===== src/shared/dvp_map.svh =====
// Register offsets, field positions, reset values and encodings
`ifndef DVP_MAP_SVH
`define DVP_MAP_SVH
// ----------------------------------------
// I/O register offsets
// ----------------------------------------
`define DVP_OFS_PATT_PTR 16'h82EE
`define DVP_OFS_PATT_DATA 16'h8EEE
`define DVP_OFS_POINT_IDX 16'h9AEE
`define DVP_OFS_ROW_START_X 16'hB2EE
`define DVP_OFS_ROW_END_X 16'hBEEE
`define DVP_OFS_VERT_DIR 16'hC2EE
`define DVP_OFS_SSV 16'hC6EE
`define DVP_OFS_SCAN_TARGET 16'hCAEE
`define DVP_OFS_PATT_LEN 16'hD2EE
`define DVP_OFS_PATT_PIX 16'hD6EE
`define DVP_OFS_SOURCE_POS_X_RB 16'hDAEE
`define DVP_OFS_SOURCE_POS_Y_RB 16'hDEEE
`define DVP_OFS_POINT_DATA 16'hFEEE
// ----------------------------------------
// Fields and values
// ----------------------------------------
`define DVP_PIDX_CURRENT_POS_X 3'h0
`define DVP_PIDX_CURRENT_POS_Y 3'h1
`define DVP_PIDX_END_X 3'h2
`define DVP_PIDX_END_Y 3'h3
`define DVP_PIDX_BOX_X 3'h4
`define DVP_PIDX_BOX_Y 3'h5
`define DVP_PLEN_TILE_BIT 7
`define DVP_PLEN_BW_BIT 15
`define DVP_MONO_BASE 8'h10
`define DVP_PATT_REGS 8'h18
`define DVP_BOUND_LO_RST 12'h7FF
`define DVP_BOUND_HI_RST 12'h800
`endif


===== src/shared/dvp_pkg.sv =====
// Types shared by the draw front end
package dvp_pkg;
	// Kinds of command handed to the engine
	typedef enum logic [1:0] {
		DVP_CMD_SSV = 2'b00,
		DVP_CMD_LINE = 2'b01,
		DVP_CMD_SPAN = 2'b10
	} dvp_kind_t;
	// One engine command
	typedef struct packed {
		dvp_kind_t kind;
		logic [2:0] dir;
		logic draw;
		logic [3:0] len;
		logic [10:0] x0;
		logic [10:0] y0;
		logic [10:0] x1;
		logic [10:0] y1;
		logic rev;
	} dvp_cmd_t;
endpackage


===== src/rtl/dvp_front_end.sv =====
// Draw engine front end: vectors, point lines, spans, pattern store
`timescale 1ns/1ps
`default_nettype none
`include "dvp_map.svh"

module dvp_front_end
	import dvp_pkg::*;
#(
	parameter int CLK_MHZ = 20
)(
	input wire logic i_clk_sys,
	input wire logic i_reset,
	input wire logic i_clk_en,
	input wire logic i_io_wr,
	input wire logic i_io_rd,
	input wire logic [15:0] i_io_addr,
	input wire logic [15:0] i_io_wdata,
	output logic o_io_ready,
	output logic [15:0] o_io_rdata,
	output logic o_io_rvalid,
	output logic o_cmd_valid,
	input wire logic i_cmd_ready,
	output dvp_cmd_t o_cmd,
	input wire logic [10:0] i_src_pos_x,
	input wire logic [10:0] i_src_pos_y,
	input wire logic i_bounds_clear,
	output logic [11:0] o_bound_left,
	output logic [11:0] o_bound_right,
	output logic [11:0] o_bound_top,
	output logic [11:0] o_bound_bottom,
	output logic [10:0] o_current_pos_x,
	output logic [10:0] o_current_pos_y,
	output logic [10:0] o_row_start_x,
	output logic [10:0] o_row_end_x,
	output logic o_vertical_dir,
	input wire logic i_color_patt_sel,
	input wire logic i_scratch_wr,
	input wire logic [3:0] i_scratch_idx,
	input wire logic [15:0] i_scratch_data,
	input wire logic i_patt_step,
	input wire logic [2:0] i_dest_x,
	input wire logic [2:0] i_dest_y,
	output logic [7:0] o_color_pixel,
	output logic o_mono_bit,
	output logic o_tile_en,
	output logic o_bw_mask_en
);
	if (CLK_MHZ < 1)
		$error("CLK_MHZ must be positive");

	// ----------------------------------------
	// Helper functions
	// ----------------------------------------
	// Next point index after a write
	function automatic logic [2:0] next_pidx(input logic [2:0] idx);
		logic [2:0] n;
		n = idx + 3'h1;
		if (idx == `DVP_PIDX_END_Y)
			n = `DVP_PIDX_END_X;
		else if (idx == `DVP_PIDX_BOX_Y)
			n = `DVP_PIDX_BOX_X;
		else if (idx > `DVP_PIDX_BOX_Y)
			n = `DVP_PIDX_CURRENT_POS_X;
		return n;
	endfunction

	// Sign-extend an 11-bit coordinate for bounds compares
	function automatic logic signed [11:0] sx(input logic [10:0] v);
		return signed'({v[10], v});
	endfunction

	// ----------------------------------------
	// State
	// ----------------------------------------
	logic [10:0] current_pos_x_q, current_pos_y_q, end_x_q;
	logic [2:0] pidx_q;
	logic [11:0] b_left_q, b_right_q, b_top_q, b_bot_q;
	logic [10:0] row_start_q, row_end_q;
	logic vdir_q, span_flag_q;
	logic [7:0] patt_ptr_q;
	logic [4:0] patt_pix_q, patt_len_q;
	logic tile_q, bw_q;
	logic [15:0] patt_q [24];
	logic [15:0] rdata_q;
	logic rvalid_q;
	dvp_cmd_t buf_q [2];
	logic buf_wp_q, buf_rp_q;
	logic [1:0] buf_cnt_q;

	// ----------------------------------------
	// Address decode
	// ----------------------------------------
	wire a_pptr = (i_io_addr == `DVP_OFS_PATT_PTR);
	wire a_pdat = (i_io_addr == `DVP_OFS_PATT_DATA);
	wire a_pidx = (i_io_addr == `DVP_OFS_POINT_IDX);
	wire a_rsx = (i_io_addr == `DVP_OFS_ROW_START_X);
	wire a_rex = (i_io_addr == `DVP_OFS_ROW_END_X);
	wire a_vdir = (i_io_addr == `DVP_OFS_VERT_DIR);
	wire a_ssv = (i_io_addr == `DVP_OFS_SSV);
	wire a_scan = (i_io_addr == `DVP_OFS_SCAN_TARGET);
	wire a_plen = (i_io_addr == `DVP_OFS_PATT_LEN);
	wire a_ppix = (i_io_addr == `DVP_OFS_PATT_PIX);
	wire a_rbx = (i_io_addr == `DVP_OFS_SOURCE_POS_X_RB);
	wire a_rby = (i_io_addr == `DVP_OFS_SOURCE_POS_Y_RB);
	wire a_pt = (i_io_addr == `DVP_OFS_POINT_DATA);

	// ----------------------------------------
	// Write acceptance and command build
	// ----------------------------------------
	// Lines and spans need one free slot, vector pairs need both
	wire pt_draw = a_pt && (pidx_q == `DVP_PIDX_END_Y);
	wire span_draw = a_scan && !span_flag_q;
	wire need1 = pt_draw || span_draw;
	always_comb
	begin
		o_io_ready = 1'b1;
		if (a_ssv)
			o_io_ready = (buf_cnt_q == 2'd0);
		else if (need1)
			o_io_ready = (buf_cnt_q != 2'd2);
	end

	wire wr = i_clk_en && i_io_wr && o_io_ready;
	wire [10:0] wv = i_io_wdata[10:0];
	wire w_pt = wr && a_pt;
	wire w_ssv = wr && a_ssv;
	wire w_line = wr && pt_draw;
	wire w_scan = wr && a_scan;
	wire w_span = wr && span_draw;

	// Vector byte: bits 7:5 direction, bit 4 draw, bits 3:0 length
	dvp_cmd_t ssv_hi, ssv_lo, line_cmd, span_cmd;
	always_comb
	begin
		ssv_hi = '0;
		ssv_hi.kind = DVP_CMD_SSV;
		ssv_hi.dir = i_io_wdata[15:13];
		ssv_hi.draw = i_io_wdata[12];
		ssv_hi.len = i_io_wdata[11:8];
		ssv_hi.x0 = current_pos_x_q;
		ssv_hi.y0 = current_pos_y_q;
		ssv_lo = ssv_hi;
		ssv_lo.dir = i_io_wdata[7:5];
		ssv_lo.draw = i_io_wdata[4];
		ssv_lo.len = i_io_wdata[3:0];
		line_cmd = '0;
		line_cmd.kind = DVP_CMD_LINE;
		line_cmd.draw = 1'b1;
		line_cmd.x0 = current_pos_x_q;
		line_cmd.y0 = current_pos_y_q;
		line_cmd.x1 = end_x_q;
		line_cmd.y1 = wv;
		span_cmd = '0;
		span_cmd.kind = DVP_CMD_SPAN;
		span_cmd.draw = 1'b1;
		span_cmd.rev = (wv < current_pos_x_q);
		span_cmd.x0 = span_cmd.rev ? wv : current_pos_x_q;
		span_cmd.x1 = span_cmd.rev ? current_pos_x_q : wv;
		span_cmd.y0 = current_pos_y_q;
		span_cmd.y1 = current_pos_y_q;
	end

	// ----------------------------------------
	// Two-entry command buffer
	// ----------------------------------------
	wire pop = i_clk_en && o_cmd_valid && i_cmd_ready;
	wire [1:0] push_n = w_ssv ? 2'd2 : ((w_line || w_span) ? 2'd1 : 2'd0);
	assign o_cmd_valid = (buf_cnt_q != 2'd0);
	assign o_cmd = buf_q[buf_rp_q];

	// Buffer pointers and fill count
	always_ff @(posedge i_clk_sys or posedge i_reset)
	begin
		if (i_reset)
		begin
			buf_wp_q <= 1'b0;
			buf_rp_q <= 1'b0;
			buf_cnt_q <= 2'd0;
		end
		else if (i_clk_en)
		begin
			buf_wp_q <= buf_wp_q ^ push_n[0];
			buf_rp_q <= buf_rp_q ^ pop;
			buf_cnt_q <= buf_cnt_q + push_n - {1'b0, pop};
		end
	end

	// Buffer storage; upper vector byte runs first
	always_ff @(posedge i_clk_sys)
	begin
		if (w_ssv)
		begin
			buf_q[buf_wp_q] <= ssv_hi;
			buf_q[~buf_wp_q] <= ssv_lo;
		end
		else if (w_line)
			buf_q[buf_wp_q] <= line_cmd;
		else if (w_span)
			buf_q[buf_wp_q] <= span_cmd;
	end

	// ----------------------------------------
	// Point stream, positions and span flag
	// ----------------------------------------
	wire set_x = w_pt && (pidx_q == `DVP_PIDX_CURRENT_POS_X
		|| pidx_q == `DVP_PIDX_BOX_X);
	wire set_y = w_pt && (pidx_q == `DVP_PIDX_CURRENT_POS_Y
		|| pidx_q == `DVP_PIDX_BOX_Y);
	wire box_pt = w_pt && (pidx_q == `DVP_PIDX_BOX_X
		|| pidx_q == `DVP_PIDX_BOX_Y);
	wire [10:0] box_x = (pidx_q == `DVP_PIDX_BOX_X) ? wv : current_pos_x_q;
	wire [10:0] box_y = (pidx_q == `DVP_PIDX_BOX_Y) ? wv : current_pos_y_q;

	// Point index, current and end position
	always_ff @(posedge i_clk_sys or posedge i_reset)
	begin
		if (i_reset)
		begin
			pidx_q <= `DVP_PIDX_CURRENT_POS_X;
			current_pos_x_q <= '0;
			current_pos_y_q <= '0;
			end_x_q <= '0;
		end
		else if (i_clk_en)
		begin
			if (wr && a_pidx)
				pidx_q <= i_io_wdata[2:0];
			else if (w_pt)
				pidx_q <= next_pidx(pidx_q);
			if (set_x || w_scan)
				current_pos_x_q <= wv;
			else if (w_line)
				current_pos_x_q <= end_x_q;
			if (set_y || w_line)
				current_pos_y_q <= wv;
			if (w_pt && pidx_q == `DVP_PIDX_END_X)
				end_x_q <= wv;
		end
	end

	// Span flag: cleared by loading X, toggled by each span write
	always_ff @(posedge i_clk_sys or posedge i_reset)
	begin
		if (i_reset)
			span_flag_q <= 1'b0;
		else if (i_clk_en)
		begin
			if (w_scan)
				span_flag_q <= !span_flag_q;
			else if (set_x)
				span_flag_q <= 1'b0;
		end
	end

	// Bounds accumulator grows around index 4/5 points; a point that
	// meets a clear in the same cycle still counts against fresh bounds
	wire signed [11:0] bl_base = i_bounds_clear ? `DVP_BOUND_LO_RST
		: b_left_q;
	wire signed [11:0] br_base = i_bounds_clear ? `DVP_BOUND_HI_RST
		: b_right_q;
	wire signed [11:0] bt_base = i_bounds_clear ? `DVP_BOUND_LO_RST
		: b_top_q;
	wire signed [11:0] bb_base = i_bounds_clear ? `DVP_BOUND_HI_RST
		: b_bot_q;
	always_ff @(posedge i_clk_sys or posedge i_reset)
	begin
		if (i_reset)
		begin
			b_left_q <= `DVP_BOUND_LO_RST;
			b_top_q <= `DVP_BOUND_LO_RST;
			b_right_q <= `DVP_BOUND_HI_RST;
			b_bot_q <= `DVP_BOUND_HI_RST;
		end
		else if (i_clk_en)
		begin
			if (i_bounds_clear || box_pt)
			begin
				b_left_q <= (box_pt && sx(box_x) < bl_base) ? sx(box_x)
					: bl_base;
				b_right_q <= (box_pt && sx(box_x) > br_base) ? sx(box_x)
					: br_base;
				b_top_q <= (box_pt && sx(box_y) < bt_base) ? sx(box_y)
					: bt_base;
				b_bot_q <= (box_pt && sx(box_y) > bb_base) ? sx(box_y)
					: bb_base;
			end
		end
	end

	// ----------------------------------------
	// Blit source and pattern control registers
	// ----------------------------------------
	always_ff @(posedge i_clk_sys or posedge i_reset)
	begin
		if (i_reset)
		begin
			row_start_q <= '0;
			row_end_q <= '0;
			vdir_q <= 1'b0;
			patt_ptr_q <= '0;
			patt_len_q <= '0;
			tile_q <= 1'b0;
			bw_q <= 1'b0;
		end
		else if (i_clk_en)
		begin
			if (wr && a_rsx)
				row_start_q <= wv;
			if (wr && a_rex)
				row_end_q <= wv;
			if (wr && a_vdir)
				vdir_q <= i_io_wdata[0];
			if (wr && a_pptr)
				patt_ptr_q <= i_io_wdata[7:0];
			else if (wr && a_pdat)
				patt_ptr_q <= patt_ptr_q + 8'h01;
			if (wr && a_plen)
			begin
				patt_len_q <= i_io_wdata[4:0];
				tile_q <= i_io_wdata[`DVP_PLEN_TILE_BIT];
				bw_q <= i_io_wdata[`DVP_PLEN_BW_BIT];
			end
		end
	end

	// Pixel pointer: wraps after the last pixel of a linear pattern
	always_ff @(posedge i_clk_sys or posedge i_reset)
	begin
		if (i_reset)
			patt_pix_q <= '0;
		else if (i_clk_en)
		begin
			if (wr && a_ppix)
				patt_pix_q <= i_io_wdata[4:0];
			else if (i_patt_step && !tile_q)
				patt_pix_q <= (patt_pix_q == patt_len_q) ? 5'h00
					: patt_pix_q + 5'h01;
		end
	end

	// Pattern store: host data port, or blit scratch when unselected
	always_ff @(posedge i_clk_sys)
	begin
		if (wr && a_pdat && patt_ptr_q < `DVP_PATT_REGS)
			patt_q[patt_ptr_q[4:0]] <= i_io_wdata;
		else if (i_clk_en && i_scratch_wr && !i_color_patt_sel)
			patt_q[{1'b0, i_scratch_idx}] <= i_scratch_data;
	end

	// ----------------------------------------
	// Pattern pixel selection
	// ----------------------------------------
	// Color: 32 bytes across 0h-Fh, low byte first
	wire [15:0] col_word = patt_q[{1'b0, patt_pix_q[4:1]}];
	wire [4:0] lin_reg = 5'(`DVP_MONO_BASE + {4'h0, patt_pix_q[4]});
	wire [5:0] tile_b = {i_dest_y, i_dest_x};
	wire [4:0] tile_reg = 5'(`DVP_MONO_BASE + {3'h0, tile_b[5:4]});
	wire [15:0] lin_word = patt_q[lin_reg];
	wire [15:0] tile_word = patt_q[tile_reg];
	wire lin_bit = lin_word[patt_pix_q[3:0]];
	wire tile_bit = tile_word[tile_b[3:0]];

	// Pattern outputs; color source also feeds vector drawing
	always_ff @(posedge i_clk_sys or posedge i_reset)
	begin
		if (i_reset)
		begin
			o_color_pixel <= '0;
			o_mono_bit <= 1'b0;
		end
		else if (i_clk_en)
		begin
			o_color_pixel <= patt_pix_q[0] ? col_word[15:8]
				: col_word[7:0];
			o_mono_bit <= tile_q ? tile_bit : lin_bit;
		end
	end
	assign o_tile_en = tile_q;
	assign o_bw_mask_en = tile_q && bw_q;

	// ----------------------------------------
	// Readback
	// ----------------------------------------
	wire [15:0] rmux = a_pptr ? {8'h00, patt_ptr_q}
		: a_rbx ? {5'h00, i_src_pos_x}
		: a_rby ? {5'h00, i_src_pos_y}
		: 16'h0000;
	always_ff @(posedge i_clk_sys or posedge i_reset)
	begin
		if (i_reset)
		begin
			rdata_q <= '0;
			rvalid_q <= 1'b0;
		end
		else if (i_clk_en)
		begin
			rvalid_q <= i_io_rd;
			if (i_io_rd)
				rdata_q <= rmux;
		end
	end

	// Output wiring
	assign o_io_rdata = rdata_q;
	assign o_io_rvalid = rvalid_q;
	assign o_bound_left = b_left_q;
	assign o_bound_right = b_right_q;
	assign o_bound_top = b_top_q;
	assign o_bound_bottom = b_bot_q;
	assign o_current_pos_x = current_pos_x_q;
	assign o_current_pos_y = current_pos_y_q;
	assign o_row_start_x = row_start_q;
	assign o_row_end_x = row_end_q;
	assign o_vertical_dir = vdir_q;
endmodule
`default_nettype wire


===== config.mk =====
export PLATFORM = sky130hd
export DESIGN_NAME = dvp_front_end
export DESIGN_NICKNAME = d
export VERILOG_FILES = /design/src/shared/dvp_pkg.sv /design/src/rtl/dvp_front_end.sv
export VERILOG_INCLUDE_DIRS = /design/src /design/src/shared
export SDC_FILE = /design/constraint.sdc
export NUM_CORES = 1
export LEC_CHECK = 0
export BUFFER_PORTS_ARGS = -buffer_cell sky130_fd_sc_hd__buf_2
export CAP_MARGIN = 20
export CORE_MARGIN = 3
export CORE_UTILIZATION = 45
export DETAILED_ROUTE_END_ITERATION = 7
export PLACE_DENSITY = 0.68
export SYNTH_ARGS = -nofsm -noshare
export SYNTH_HDL_FRONTEND = slang
export SYNTH_SLANG_ARGS = --single-unit

===== constraint.sdc =====
create_clock -name i_clk_sys -period 5.5 [get_ports i_clk_sys]
set_clock_uncertainty 0.15 [all_clocks]
set_input_delay 0.55 -clock i_clk_sys [delete_from_list [all_inputs] [get_ports i_clk_sys]]
set_output_delay 0.55 -clock i_clk_sys [all_outputs]
set_load 0.05 [all_outputs]

==> reports/summary.json, run 1 <==
{
  "sta": {
    "maxSlewHeadroom": 0.248,
    "hold_violations": 0,
    "grt_setup_unrepaired": "no",
    "post-route-min-period_ns": 4.03,
    "max_frequency_mhz": 248,
    "final_min_period_over_clock_period": 0.732,
    "setup_viol_count_final": 0,
    "final_number_of_max_transition_violations": 0,
    "setup_slack_ns": 1.47,
    "max_slew.worst_pin.slew_ns": 1.13,
    "setup-tns-final_ns": 0
  },
  "routing": {
    "detail_route.iter0.violations": 1612,
    "met2WireLength_um": 38600,
    "dr.pass1.iters": 6,
    "vias": 18500,
    "drt_met1_wl_um": 31400,
    "dr_wl_met3_um": 6410,
    "drt.antenna.violating_nets": 0,
    "drt-total-wl_um": 78700,
    "routedWlPerCell_um": 25.5,
    "routed_via_density": 5.98,
    "topRoutingLayerUsed": "met5",
    "drt_drc_violations_left": 0
  },
  "floorplan": {
    "die_h_um": 254,
    "io_pins": 268,
    "dieArea_mm2": 0.0646,
    "floorplan.rows": 90,
    "fp.dieW_um": 254,
    "initial_utilization": 0.457,
    "core-area_mm2": 0.0607
  },
  "power": {
    "pwr_density_cell_mw_per_mm2": 366,
    "power.ir.vdd_worst_uv": 298,
    "pwr-share-comb": 0.207,
    "netSwitchingFraction": 0.287,
    "power.share.clock": 0.370,
    "reported_net_switching_power_w": 0.00337,
    "power.share.sequential": 0.423,
    "internal_power_w": 0.00837,
    "power_leakage_nw": 12.7
  },
  "clock_network": {
    "clock_h_tree_levels": 2,
    "path_clk_slew_ns": 0.07,
    "numCtsBuffers": 59,
    "cts_max_path_buffers": 3,
    "cts.hold.buffers_added": 1,
    "cts_tree": "done",
    "clk_latency_ns": 0.64,
    "cts.repair_timing.setup_buffer_count": 0,
    "number_of_cells_upsized_or_downsized_after_cts": 0,
    "clock_sink_count": 583,
    "clockRootBuffer": "sky130_fd_sc_hd__clkbuf_16"
  },
  "logic_synthesis": {
    "synth-xor-area-share": 0.00284,
    "async_flop_share": 0.262,
    "main_combinational_cell_family_by_area_after_synthesis": "multiplexers",
    "synth_sequential_area_ratio": 0.587,
    "synth_compound_gate_area_share": 0.0892,
    "synth_area_leaders": "sky130_fd_sc_hd__edfxtp_1 41%, sky130_fd_sc_hd__dfrtp_1 12%, sky130_fd_sc_hd__mux4_2 8.4%",
    "synth_top_cells_by_count": "380 x sky130_fd_sc_hd__edfxtp_1, 135 x sky130_fd_sc_hd__nor2_1, 131 x sky130_fd_sc_hd__mux2_2",
    "synthAdderAreaFrac": 0.0293,
    "post_synth.cell_area_avg_um2": 13.7,
    "muxShareOfSynthArea": 0.179,
    "yosys.area.top_type_share": 0.411,
    "post_syn_instances": 2017,
    "netlist.top_cell.by_area": "sky130_fd_sc_hd__edfxtp_1",
    "synth.distinct_cells": 84,
    "warning_count_from_the_yosys_run": 0,
    "synth_simple_gate_area_frac": 0.0834,
    "synth-seq-cells": 583,
    "post-synth-top-count-cell": "sky130_fd_sc_hd__edfxtp_1",
    "post_synth_instance_area_mm2": 0.0277,
    "ys_dominant_reg_cell": "sky130_fd_sc_hd__edfxtp_1",
    "synth_enable_flop_cells": 380
  },
  "setup_path": {
    "timing.critical_path.to_type": "register",
    "critPathArrivalTime_ns": 4.34,
    "worstPathMaxFanout": 12,
    "cp.required_ns": 5.81,
    "crit_type": "register to register",
    "timing.critical_path.from_type": "register"
  },
  "global_route": {
    "grt_pass1_vias": 18400,
    "overall_routing_resource_usage": 0.241,
    "number_of_antenna_violations_at_the_first_check_in_global_routing": 3,
    "grt.overflow.total": 0,
    "first_pass_grt_wire_length_um": 116000,
    "grt_max_degree": 74
  },
  "placed_design": {
    "routability_congestion_estimate": 0.866,
    "io_buffer_count": 262,
    "place_worst_setup_slack_ns": 1.41,
    "half_perimeter_wire_length_after_detailed_placement_um": 52900
  },
  "cells_and_area": {
    "synthToLayoutAreaGrowth_pct": 15.7,
    "layout-drive-gt1-share": 0.316,
    "final_nets": 2413,
    "n_antenna_cell": 0
  },
  "outcome": {
    "outcome": "complete, no violations"
  },
  "job": {
    "max_cap_violations": 0
  },
  "hold_path": {
    "min_path_type": "input port to register"
  }
}
-- sequential cells by signal, summed over array words and instances (netlist names), 2 cells and up --
name / flops
buf_cnt_q: 2
buf_q: 110
o_row_end_x: 11
o_io_rdata: 11
o_bound_left: 12
patt_ptr_q: 8
o_current_pos_x: 11
o_row_start_x: 11
o_bound_bottom: 12
patt_len_q: 5
pidx_q: 3
patt_pix_q: 5
patt_q: 320
o_color_pixel: 8
o_current_pos_y: 11
end_x_q: 11
o_bound_right: 12
o_bound_top: 12
-- final timing paths --
path	from	slack, ns	end	cells past startpoint
setup reg to reg	pidx_q[1]$_DFFE_PP0P_	1.47	o_bound_bottom[6]$_DFFE_PP0P_	10
hold / removal	i_src_pos_x[9]	0.09	o_io_rdata[9]$_DFFE_PP0P_	3
min in group asynchronous	i_reset	0.45	o_io_rdata[2]$_DFFE_PP0P_	3
max in group asynchronous	i_reset	3.48	o_row_start_x[4]$_DFFE_PP0P_	4
hold reg to reg	buf_q[1][3]$_SDFFE_PP0N_	0.30	buf_q[1][3]$_SDFFE_PP0N_	1
setup / recovery	pidx_q[1]$_DFFE_PP0P_	1.47	o_bound_bottom[6]$_DFFE_PP0P_	10
-- placed cells by master, fill, tap and decap left out, types with 7 or more instances in the layout --
master and n:
sky130_fd_sc_hd__a21o_1 37, sky130_fd_sc_hd__a21oi_1 95, sky130_fd_sc_hd__a22o_1 24, sky130_fd_sc_hd__a22oi_1 11
sky130_fd_sc_hd__and2_1 14, sky130_fd_sc_hd__buf_2 262, sky130_fd_sc_hd__buf_4 53, sky130_fd_sc_hd__bufinv_16 10
sky130_fd_sc_hd__clkbuf_1 8, sky130_fd_sc_hd__clkbuf_16 60, sky130_fd_sc_hd__clkbuf_8 8, sky130_fd_sc_hd__clkinv_2 13
sky130_fd_sc_hd__dfrtp_1 125, sky130_fd_sc_hd__dfstp_2 24, sky130_fd_sc_hd__dfxtp_1 50, sky130_fd_sc_hd__edfxtp_1 380
sky130_fd_sc_hd__ha_1 65, sky130_fd_sc_hd__inv_1 58, sky130_fd_sc_hd__mux2_2 131, sky130_fd_sc_hd__mux2_4 10
sky130_fd_sc_hd__mux2i_1 96, sky130_fd_sc_hd__mux4_2 103, sky130_fd_sc_hd__nand2_1 107, sky130_fd_sc_hd__nand2b_1 24
sky130_fd_sc_hd__nand3_1 28, sky130_fd_sc_hd__nand4_1 11, sky130_fd_sc_hd__nor2_1 135, sky130_fd_sc_hd__nor2b_1 35
sky130_fd_sc_hd__nor3_1 15, sky130_fd_sc_hd__nor4_1 7, sky130_fd_sc_hd__o211ai_1 15, sky130_fd_sc_hd__o21a_1 27
sky130_fd_sc_hd__o21ai_0 68, sky130_fd_sc_hd__o221ai_1 15, sky130_fd_sc_hd__o2bb2ai_1 14, sky130_fd_sc_hd__o31ai_1 20
sky130_fd_sc_hd__or3_1 10
-- critical path, stage by stage (launching register included) --
cell and delay, ns:
sky130_fd_sc_hd__dfrtp_1 0.44, sky130_fd_sc_hd__inv_1 0.12, sky130_fd_sc_hd__ha_1 0.31, sky130_fd_sc_hd__nand2_1 0.45, sky130_fd_sc_hd__mux2i_1 0.60, sky130_fd_sc_hd__inv_1 0.22, sky130_fd_sc_hd__ha_1 0.36, sky130_fd_sc_hd__a211o_1 0.27
sky130_fd_sc_hd__a21oi_1 0.17, sky130_fd_sc_hd__o31a_1 0.51, sky130_fd_sc_hd__o221ai_1 0.23
-- logic make-up (layout without fill, tap and decap cells) --
family / count (synthesis) / in the layout
flip-flops: 583 / 583
AND/OR/NAND/NOR: 446 / 446
AO/OA/AOI/OAI: 367 / 367
multiplexers: 344 / 344
buffers and inverters: 202 / 490
adder cells (fa/ha/maj): 65 / 65
XOR/XNOR: 9 / 9
other: 1 / 5
-- power by group through the flow --
stage / clock [W] / combinational [W] / sequential (W)
after floorplan: 0 / 0.00176 / 0.00507
after global placement: 0 / 0.00240 / 0.00506
after detailed placement: 0 / 0.00243 / 0.00506
after CTS: 0.00441 / 0.00244 / 0.00497
after global routing: 0.00458 / 0.00257 / 0.00500
final: 0.00435 / 0.00243 / 0.00496
-- per-stage QoR --
step	hold slack, ns	utilization	area (um^2)	cells	total power (W)
after floorplan	0.270	-	27700	2021	0.00683
after global placement	0.278	0.493	29900	2974	0.00746
after detailed placement	0.283	0.493	29900	2976	0.00749
after CTS	0.0671	0.528	32100	3089	0.0118
after global routing	0.102	0.529	32100	3091	0.0121
final	0.0926	0.529	32100	3091	0.0117
-- layer usage --
layer	up-vias	global-route usage
li1	8151	-
met1	9376	0.318
met4	2	0.0744
met3	132	0.0445
met5	-	0
met2	815	0.406
-- final cells by class --
| cell class | instances | area (um^2) |
|---|---|---|
| clock buffers | 76 | 1640 |
| clock inverters | 36 | 488 |
| fillers | 5001 | 28600 |
| inverters | 60 | 230 |
| multi-input cells | 1236 | 10700 |
| flip-flops and latches | 583 | 16300 |
| well taps | 782 | 978 |
| repair buffers | 318 | 1740 |
Note: power is estimated with default switching activity, not from simulation.
==> run 2, diff against run 1 <==
--- a/config.mk
+++ b/config.mk
@@ -11,7 +11,7 @@
 export CORE_MARGIN = 3
 export CORE_UTILIZATION = 45
 export DETAILED_ROUTE_END_ITERATION = 7
-export PLACE_DENSITY = 0.68
+export PLACE_DENSITY = 0.71
 export SYNTH_ARGS = -nofsm -noshare
 export SYNTH_HDL_FRONTEND = slang
 export SYNTH_SLANG_ARGS = --single-unit
==> constraint.sdc (replaced) <==
create_clock -name i_clk_sys -period 3.7 [get_ports i_clk_sys]
set_clock_uncertainty 0.15 [all_clocks]
set_input_delay 0.37 -clock i_clk_sys [delete_from_list [all_inputs] [get_ports i_clk_sys]]
set_output_delay 0.37 -clock i_clk_sys [all_outputs]
set_load 0.05 [all_outputs]
==> reports/summary.json, run 2 (synthesis gave the netlist of run 1 again) <==
{
  "setup_path": {
    "worst_path_most_repeated_cell": "sky130_fd_sc_hd__ha_1",
    "cp_slowest_cell": "sky130_fd_sc_hd__dfrtp_1",
    "crit_chain": "inv_1 > ha_1 > nand2_1 > buf_4 > mux2_2 > ha_1 > a21o_1 > a21oi_1 > o311ai_0 > a211oi_2 > or2_4 > mux2i_1",
    "timing.critical_path.from_type": "register",
    "critPathArrivalTime_ns": 3.96,
    "timing.critical_path.to_type": "register",
    "crit_type": "register to register",
    "cpPeakStageDelay_ns": 0.43,
    "worstPathMaxFanout": 11,
    "cp.required_ns": 4.11
  },
  "cells_and_area": {
    "largest_reg_flops": 320,
    "finish.cell_count_without_fillers": 3159,
    "reg.largest.list": "patt_q x320, buf_q x110",
    "layout-drive-gt1-share": 0.328,
    "final_nets": 2472,
    "final.fill_count": 4902,
    "leading_cell_type_in_the_layout_fill_and_taps_excluded": "sky130_fd_sc_hd__edfxtp_1",
    "largest_register": "patt_q",
    "synthToLayoutAreaGrowth_pct": 17.5,
    "most-common-layout-cells": "380 x sky130_fd_sc_hd__edfxtp_1, 262 x sky130_fd_sc_hd__buf_2, 135 x sky130_fd_sc_hd__nor2_1"
  },
  "placed_design": {
    "post-place-cells": 3023,
    "io_buffer_count": 262,
    "routability_congestion_estimate": 0.902,
    "half_perimeter_wire_length_after_detailed_placement_um": 55600,
    "place_worst_setup_slack_ns": 0.0824
  },
  "clock_network": {
    "cts_tree": "done",
    "numCtsBuffers": 59,
    "clk_latency_ns": 0.64,
    "clockRootBuffer": "sky130_fd_sc_hd__clkbuf_16",
    "cts.repair_timing.setup_buffer_count": 0,
    "clock_h_tree_levels": 2,
    "clock_sink_count": 583,
    "path_clk_slew_ns": 0.06,
    "cts_max_path_buffers": 3
  },
  "routing": {
    "vias": 19000,
    "drt.antenna.violating_nets": 0,
    "detail_route.iter0.violations": 1784,
    "dr.pass1.iters": 7,
    "drt-total-wl_um": 80800,
    "routedWlPerCell_um": 25.6,
    "routed_via_density": 6.01,
    "drt_drc_violations_left": 0
  },
  "global_route": {
    "grt_max_degree": 154,
    "grt.overflow.total": 0,
    "first_pass_grt_wire_length_um": 119000,
    "overall_routing_resource_usage": 0.247,
    "number_of_antenna_violations_at_the_first_check_in_global_routing": 8,
    "grt_pass1_vias": 19000
  },
  "floorplan": {
    "core-area_mm2": 0.0607,
    "io_pins": 268,
    "initial_utilization": 0.457,
    "floorplan.rows": 90,
    "die_h_um": 254,
    "fp.dieW_um": 254,
    "dieArea_mm2": 0.0646
  },
  "hold_path": {
    "min_path_type": "input port to register"
  },
  "sta": {
    "maxSlewHeadroom": 0.297,
    "grt_setup_unrepaired": "no",
    "final_number_of_max_transition_violations": 0,
    "setup_viol_count_final": 0,
    "post-route-min-period_ns": 3.55,
    "hold_ws_ns": 0.0353,
    "max_slew.worst_pin.slew_ns": 1.05,
    "final_min_period_over_clock_period": 0.960,
    "setup-tns-final_ns": 0,
    "setup_slack_ns": 0.147,
    "max_frequency_mhz": 281,
    "hold_violations": 0
  },
  "outcome": {
    "outcome": "complete, no violations"
  },
  "job": {
    "max_cap_violations": 0
  },
  "power": {
    "power.ir.vdd_worst_uv": 450,
    "power_leakage_nw": 13.0,
    "total_power_w": 0.0172,
    "pwr_density_cell_mw_per_mm2": 527
  }
}
[run 2: cell count changes in the layout (fill, tap and decap cells not counted), moves of 6 or more]
cell	previous run	this run
sky130_fd_sc_hd__buf_4	53	91
sky130_fd_sc_hd__dlygate4sd3_1	1	14
sky130_fd_sc_hd__buf_12	0	9
sky130_fd_sc_hd__diode_2	0	9
sky130_fd_sc_hd__bufinv_16	10	4
[run 2: stage by stage]
| stage | util | instance area, um^2 |
|---|---|---|
| after floorplan | - | 27800 |
| after CTS | 0.536 | 32600 |
| after global routing | 0.537 | 32600 |
| final | 0.537 | 32600 |
| after detailed placement | 0.501 | 30400 |
| after global placement | 0.501 | 30400 |
[run 2: critical path, delay by kind of cell (launching register included)]
| family | cells | cell delay [ns] |
|---|---|---|
| AO/OA/AOI/OAI | 4 | 0.90 |
| multiplexers | 2 | 0.61 |
| adder cells (fa/ha/maj) | 2 | 0.56 |
| AND/OR/NAND/NOR | 2 | 0.50 |
| flip-flops | 1 | 0.43 |
| buffers and inverters | 2 | 0.31 |
[run 2: worst paths after layout]
check,start,endpoint,slack (ns),depth (start not counted)
max,pidx_q[1]$_DFFE_PP0P_,o_bound_left[1]$_DFFE_PP1P_,0.15,12
min,i_src_pos_x[6],o_io_rdata[6]$_DFFE_PP0P_,0.04,5
max reg2reg,pidx_q[1]$_DFFE_PP0P_,o_bound_left[1]$_DFFE_PP1P_,0.15,12
min reg2reg,buf_q[0][7]$_SDFFE_PP0P_,buf_q[0][7]$_SDFFE_PP0P_,0.30,1
max in group asynchronous,i_reset,patt_pix_q[1]$_DFFE_PP0P_,2.28,4
min in group asynchronous,i_reset,o_io_rdata[9]$_DFFE_PP0P_,0.36,4
[run 2: per-layer routing]
layer | vias to the layer above | wire (um) | global-route usage
met5 | - | 13 | 0
met4 | 2 | 3140 | 0.0980
met3 | 155 | 6390 | 0.0414
met2 | 874 | 39700 | 0.420
met1 | 9669 | 31600 | 0.317
li1 | 8285 | - | -
[run 2: power by group]
part / switching (W) / leakage [nW] / internal (W)
Combinational: 0.00219 / 6.10 / 0.00157
Sequential: 0.000254 / 5.88 / 0.00709
Clock: 0.00258 / 0.989 / 0.00350
Total: 0.00503 / 13.0 / 0.0122
[run 2: layout make-up]
cell class	instances	area (um^2)	share of cell area
multi-input cells	1236	10800	0.330
diodes	9	22.5	0.000691
clock inverters	32	325	0.00998
inverters	60	229	0.00702
well taps	782	978	0.0300
flip-flops and latches	583	16300	0.499
clock buffers	80	1690	0.0519
repair buffers	377	2320	0.0712
[run 2: repair_timing]
action	CTS	global route
endpoints found under the hold margin	145	0
hold buffers	14	0
setup endpoints to repair	0	33
gates resized for setup	0	5
==> run 3, diff against run 2 <==
--- a/config.mk
+++ b/config.mk
@@ -6,12 +6,13 @@
 export SDC_FILE = /design/constraint.sdc
 export NUM_CORES = 1
 export LEC_CHECK = 0
+export ABC_CLOCK_PERIOD_IN_PS = 3700
 export BUFFER_PORTS_ARGS = -buffer_cell sky130_fd_sc_hd__buf_2
 export CAP_MARGIN = 20
 export CORE_MARGIN = 3
-export CORE_UTILIZATION = 45
+export CORE_UTILIZATION = 54
 export DETAILED_ROUTE_END_ITERATION = 7
-export PLACE_DENSITY = 0.71
+export PLACE_DENSITY = 0.82
 export SYNTH_ARGS = -nofsm -noshare
 export SYNTH_HDL_FRONTEND = slang
 export SYNTH_SLANG_ARGS = --single-unit
==> reports/summary.json, run 3 (synthesis gave the netlist of run 1 again) <==
{
  "global_route": {
    "overall_routing_resource_usage": 0.293,
    "number_of_antenna_violations_at_the_first_check_in_global_routing": 4,
    "grt_pass1_vias": 19600,
    "grt_max_degree": 75,
    "grt.overflow.total": 0,
    "first_pass_grt_wire_length_um": 120000
  },
  "cells_and_area": {
    "synthToLayoutAreaGrowth_pct": 17.2,
    "final_nets": 2475,
    "reg.largest.list": "patt_q x320, buf_q x110",
    "most-common-layout-cells": "380 x sky130_fd_sc_hd__edfxtp_1, 262 x sky130_fd_sc_hd__buf_2, 135 x sky130_fd_sc_hd__nor2_1",
    "layout-drive-gt1-share": 0.329,
    "leading_cell_type_in_the_layout_fill_and_taps_excluded": "sky130_fd_sc_hd__edfxtp_1",
    "largest_register": "patt_q",
    "largest_reg_flops": 320,
    "finish.cell_count_without_fillers": 3047
  },
  "clock_network": {
    "numCtsBuffers": 60,
    "path_clk_slew_ns": 0.06,
    "clock_h_tree_levels": 2,
    "clk_latency_ns": 0.62,
    "cts_tree": "done",
    "clock_sink_count": 583,
    "cts_max_path_buffers": 3,
    "clockRootBuffer": "sky130_fd_sc_hd__clkbuf_16"
  },
  "sta": {
    "grt_setup_unrepaired": "yes",
    "post-route-min-period_ns": 3.58,
    "hold_violations": 0,
    "setup_viol_count_final": 0,
    "setup_slack_ns": 0.121,
    "max_slew.worst_pin.slew_ns": 1.14,
    "final_number_of_max_transition_violations": 0,
    "final_min_period_over_clock_period": 0.967,
    "maxSlewHeadroom": 0.233,
    "max_frequency_mhz": 279
  },
  "routing": {
    "drt_drc_violations_left": 0,
    "drt-total-wl_um": 80200,
    "routed_via_density": 6.29,
    "dr.pass1.iters": 6,
    "detail_route.iter0.violations": 2084,
    "routedWlPerCell_um": 26.3,
    "vias": 19200,
    "drt.antenna.violating_nets": 0
  },
  "power": {
    "power.share.clock": 0.362,
    "pwr_density_cell_mw_per_mm2": 535,
    "reported_net_switching_power_w": 0.00504,
    "power.share.sequential": 0.422,
    "pwr-share-comb": 0.216,
    "power.ir.vdd_worst_uv": 428,
    "internal_power_w": 0.0124,
    "power_leakage_nw": 13.0,
    "netSwitchingFraction": 0.290
  },
  "setup_path": {
    "worstPathMaxFanout": 6,
    "critPathArrivalTime_ns": 3.97,
    "cp.required_ns": 4.09,
    "crit_type": "register to register",
    "timing.critical_path.from_type": "register",
    "timing.critical_path.to_type": "register"
  },
  "placed_design": {
    "io_buffer_count": 262,
    "place_worst_setup_slack_ns": 0.0888,
    "post-place-cells": 2911,
    "routability_congestion_estimate": 0.937,
    "half_perimeter_wire_length_after_detailed_placement_um": 53900
  },
  "floorplan": {
    "die_h_um": 233,
    "floorplan.rows": 82,
    "initial_utilization": 0.549,
    "fp.dieW_um": 233,
    "io_pins": 268,
    "core-area_mm2": 0.0505,
    "dieArea_mm2": 0.0541
  },
  "outcome": {
    "outcome": "complete, no violations"
  },
  "hold_path": {
    "min_path_type": "input port to register"
  },
  "job": {
    "max_cap_violations": 0
  }
}
run 3: critical path: stages, from the launching register on:
cell and delay (ns):
sky130_fd_sc_hd__dfrtp_1 0.42, sky130_fd_sc_hd__inv_1 0.11, sky130_fd_sc_hd__ha_1 0.27, sky130_fd_sc_hd__nand2_1 0.22
sky130_fd_sc_hd__buf_4 0.21, sky130_fd_sc_hd__mux2_2 0.38, sky130_fd_sc_hd__ha_1 0.31, sky130_fd_sc_hd__o2111ai_1 0.13
sky130_fd_sc_hd__o311ai_1 0.41, sky130_fd_sc_hd__a211oi_2 0.17, sky130_fd_sc_hd__or2_2 0.41, sky130_fd_sc_hd__buf_4 0.17
sky130_fd_sc_hd__o2bb2ai_1 0.14
run 3: power by group through the flow:
stage	Clock (W)	Sequential, W	Combinational [W]
3_5_place_dp	0	0.00746	0.00374
2_1_floorplan	0	0.00753	0.00262
4_1_cts	0.00637	0.00734	0.00377
6_report	0.00630	0.00733	0.00376
5_1_grt	0.00660	0.00735	0.00396
3_3_place_gp	0	0.00745	0.00366
run 3: cell type report:
class | count | area (um^2)
Timing Repair Buffer | 378 | 2290
Inverter | 60 | 229
Tap cell | 672 | 841
Antenna cell | 4 | 10.0
Clock inverter | 39 | 424
Clock buffer | 74 | 1660
Fill cell | 3617 | 18000
Sequential cell | 583 | 16300
Multi-Input combinational cell | 1237 | 10800
run 3: layer usage:
layer  global-route usage  wire [um]  vias up
met4                0.132       3690        0
met2                0.497      40000      977
met3               0.0525       6620      211
met5                    0          0        -
li1                     -          -     8280
met1                0.370      29800     9712
run 3: what timing repair did:
| item | in CTS | in global routing |
|---|---|---|
| endpoints found under the setup margin | 0 | 38 |
| hold buffers | 13 | 0 |
| hold endpoints to repair | 28 | 0 |
| setup buffers | 0 | 2 |
| gates resized for setup | 0 | 7 |
run 3: path summary, 6_finish.rpt:
path	slack (ns)	endpoint	from	cells after the start
worst max-delay path	0.12	o_bound_left[2]$_DFFE_PP1P_	pidx_q[0]$_DFFE_PP0P_	12
worst min-delay path	0.04	o_io_rdata[7]$_DFFE_PP0P_	i_src_pos_x[7]	5
worst max register to register	0.12	o_bound_left[2]$_DFFE_PP1P_	pidx_q[0]$_DFFE_PP0P_	12
worst min register to register	0.30	buf_q[1][9]$_SDFFE_PP0N_	buf_q[1][9]$_SDFFE_PP0N_	1
max in group asynchronous	2.43	o_row_start_x[4]$_DFFE_PP0P_	i_reset	4
min in group asynchronous	0.18	o_io_rdata[1]$_DFFE_PP0P_	i_reset	3
run 3: stage by stage:
step                 util  total power (W)  hold WS, ns  instance area, um^2  setup TNS (ns)
floorplan               -           0.0102        0.270                27800          -0.501
global placement    0.598           0.0111        0.253                30200               0
detailed placement  0.598           0.0112        0.259                30200               0
CTS                 0.642           0.0175      0.00905                32400               0
global route        0.644           0.0179       0.0145                32500         -0.0876
finish              0.644           0.0174       0.0425                32500               0
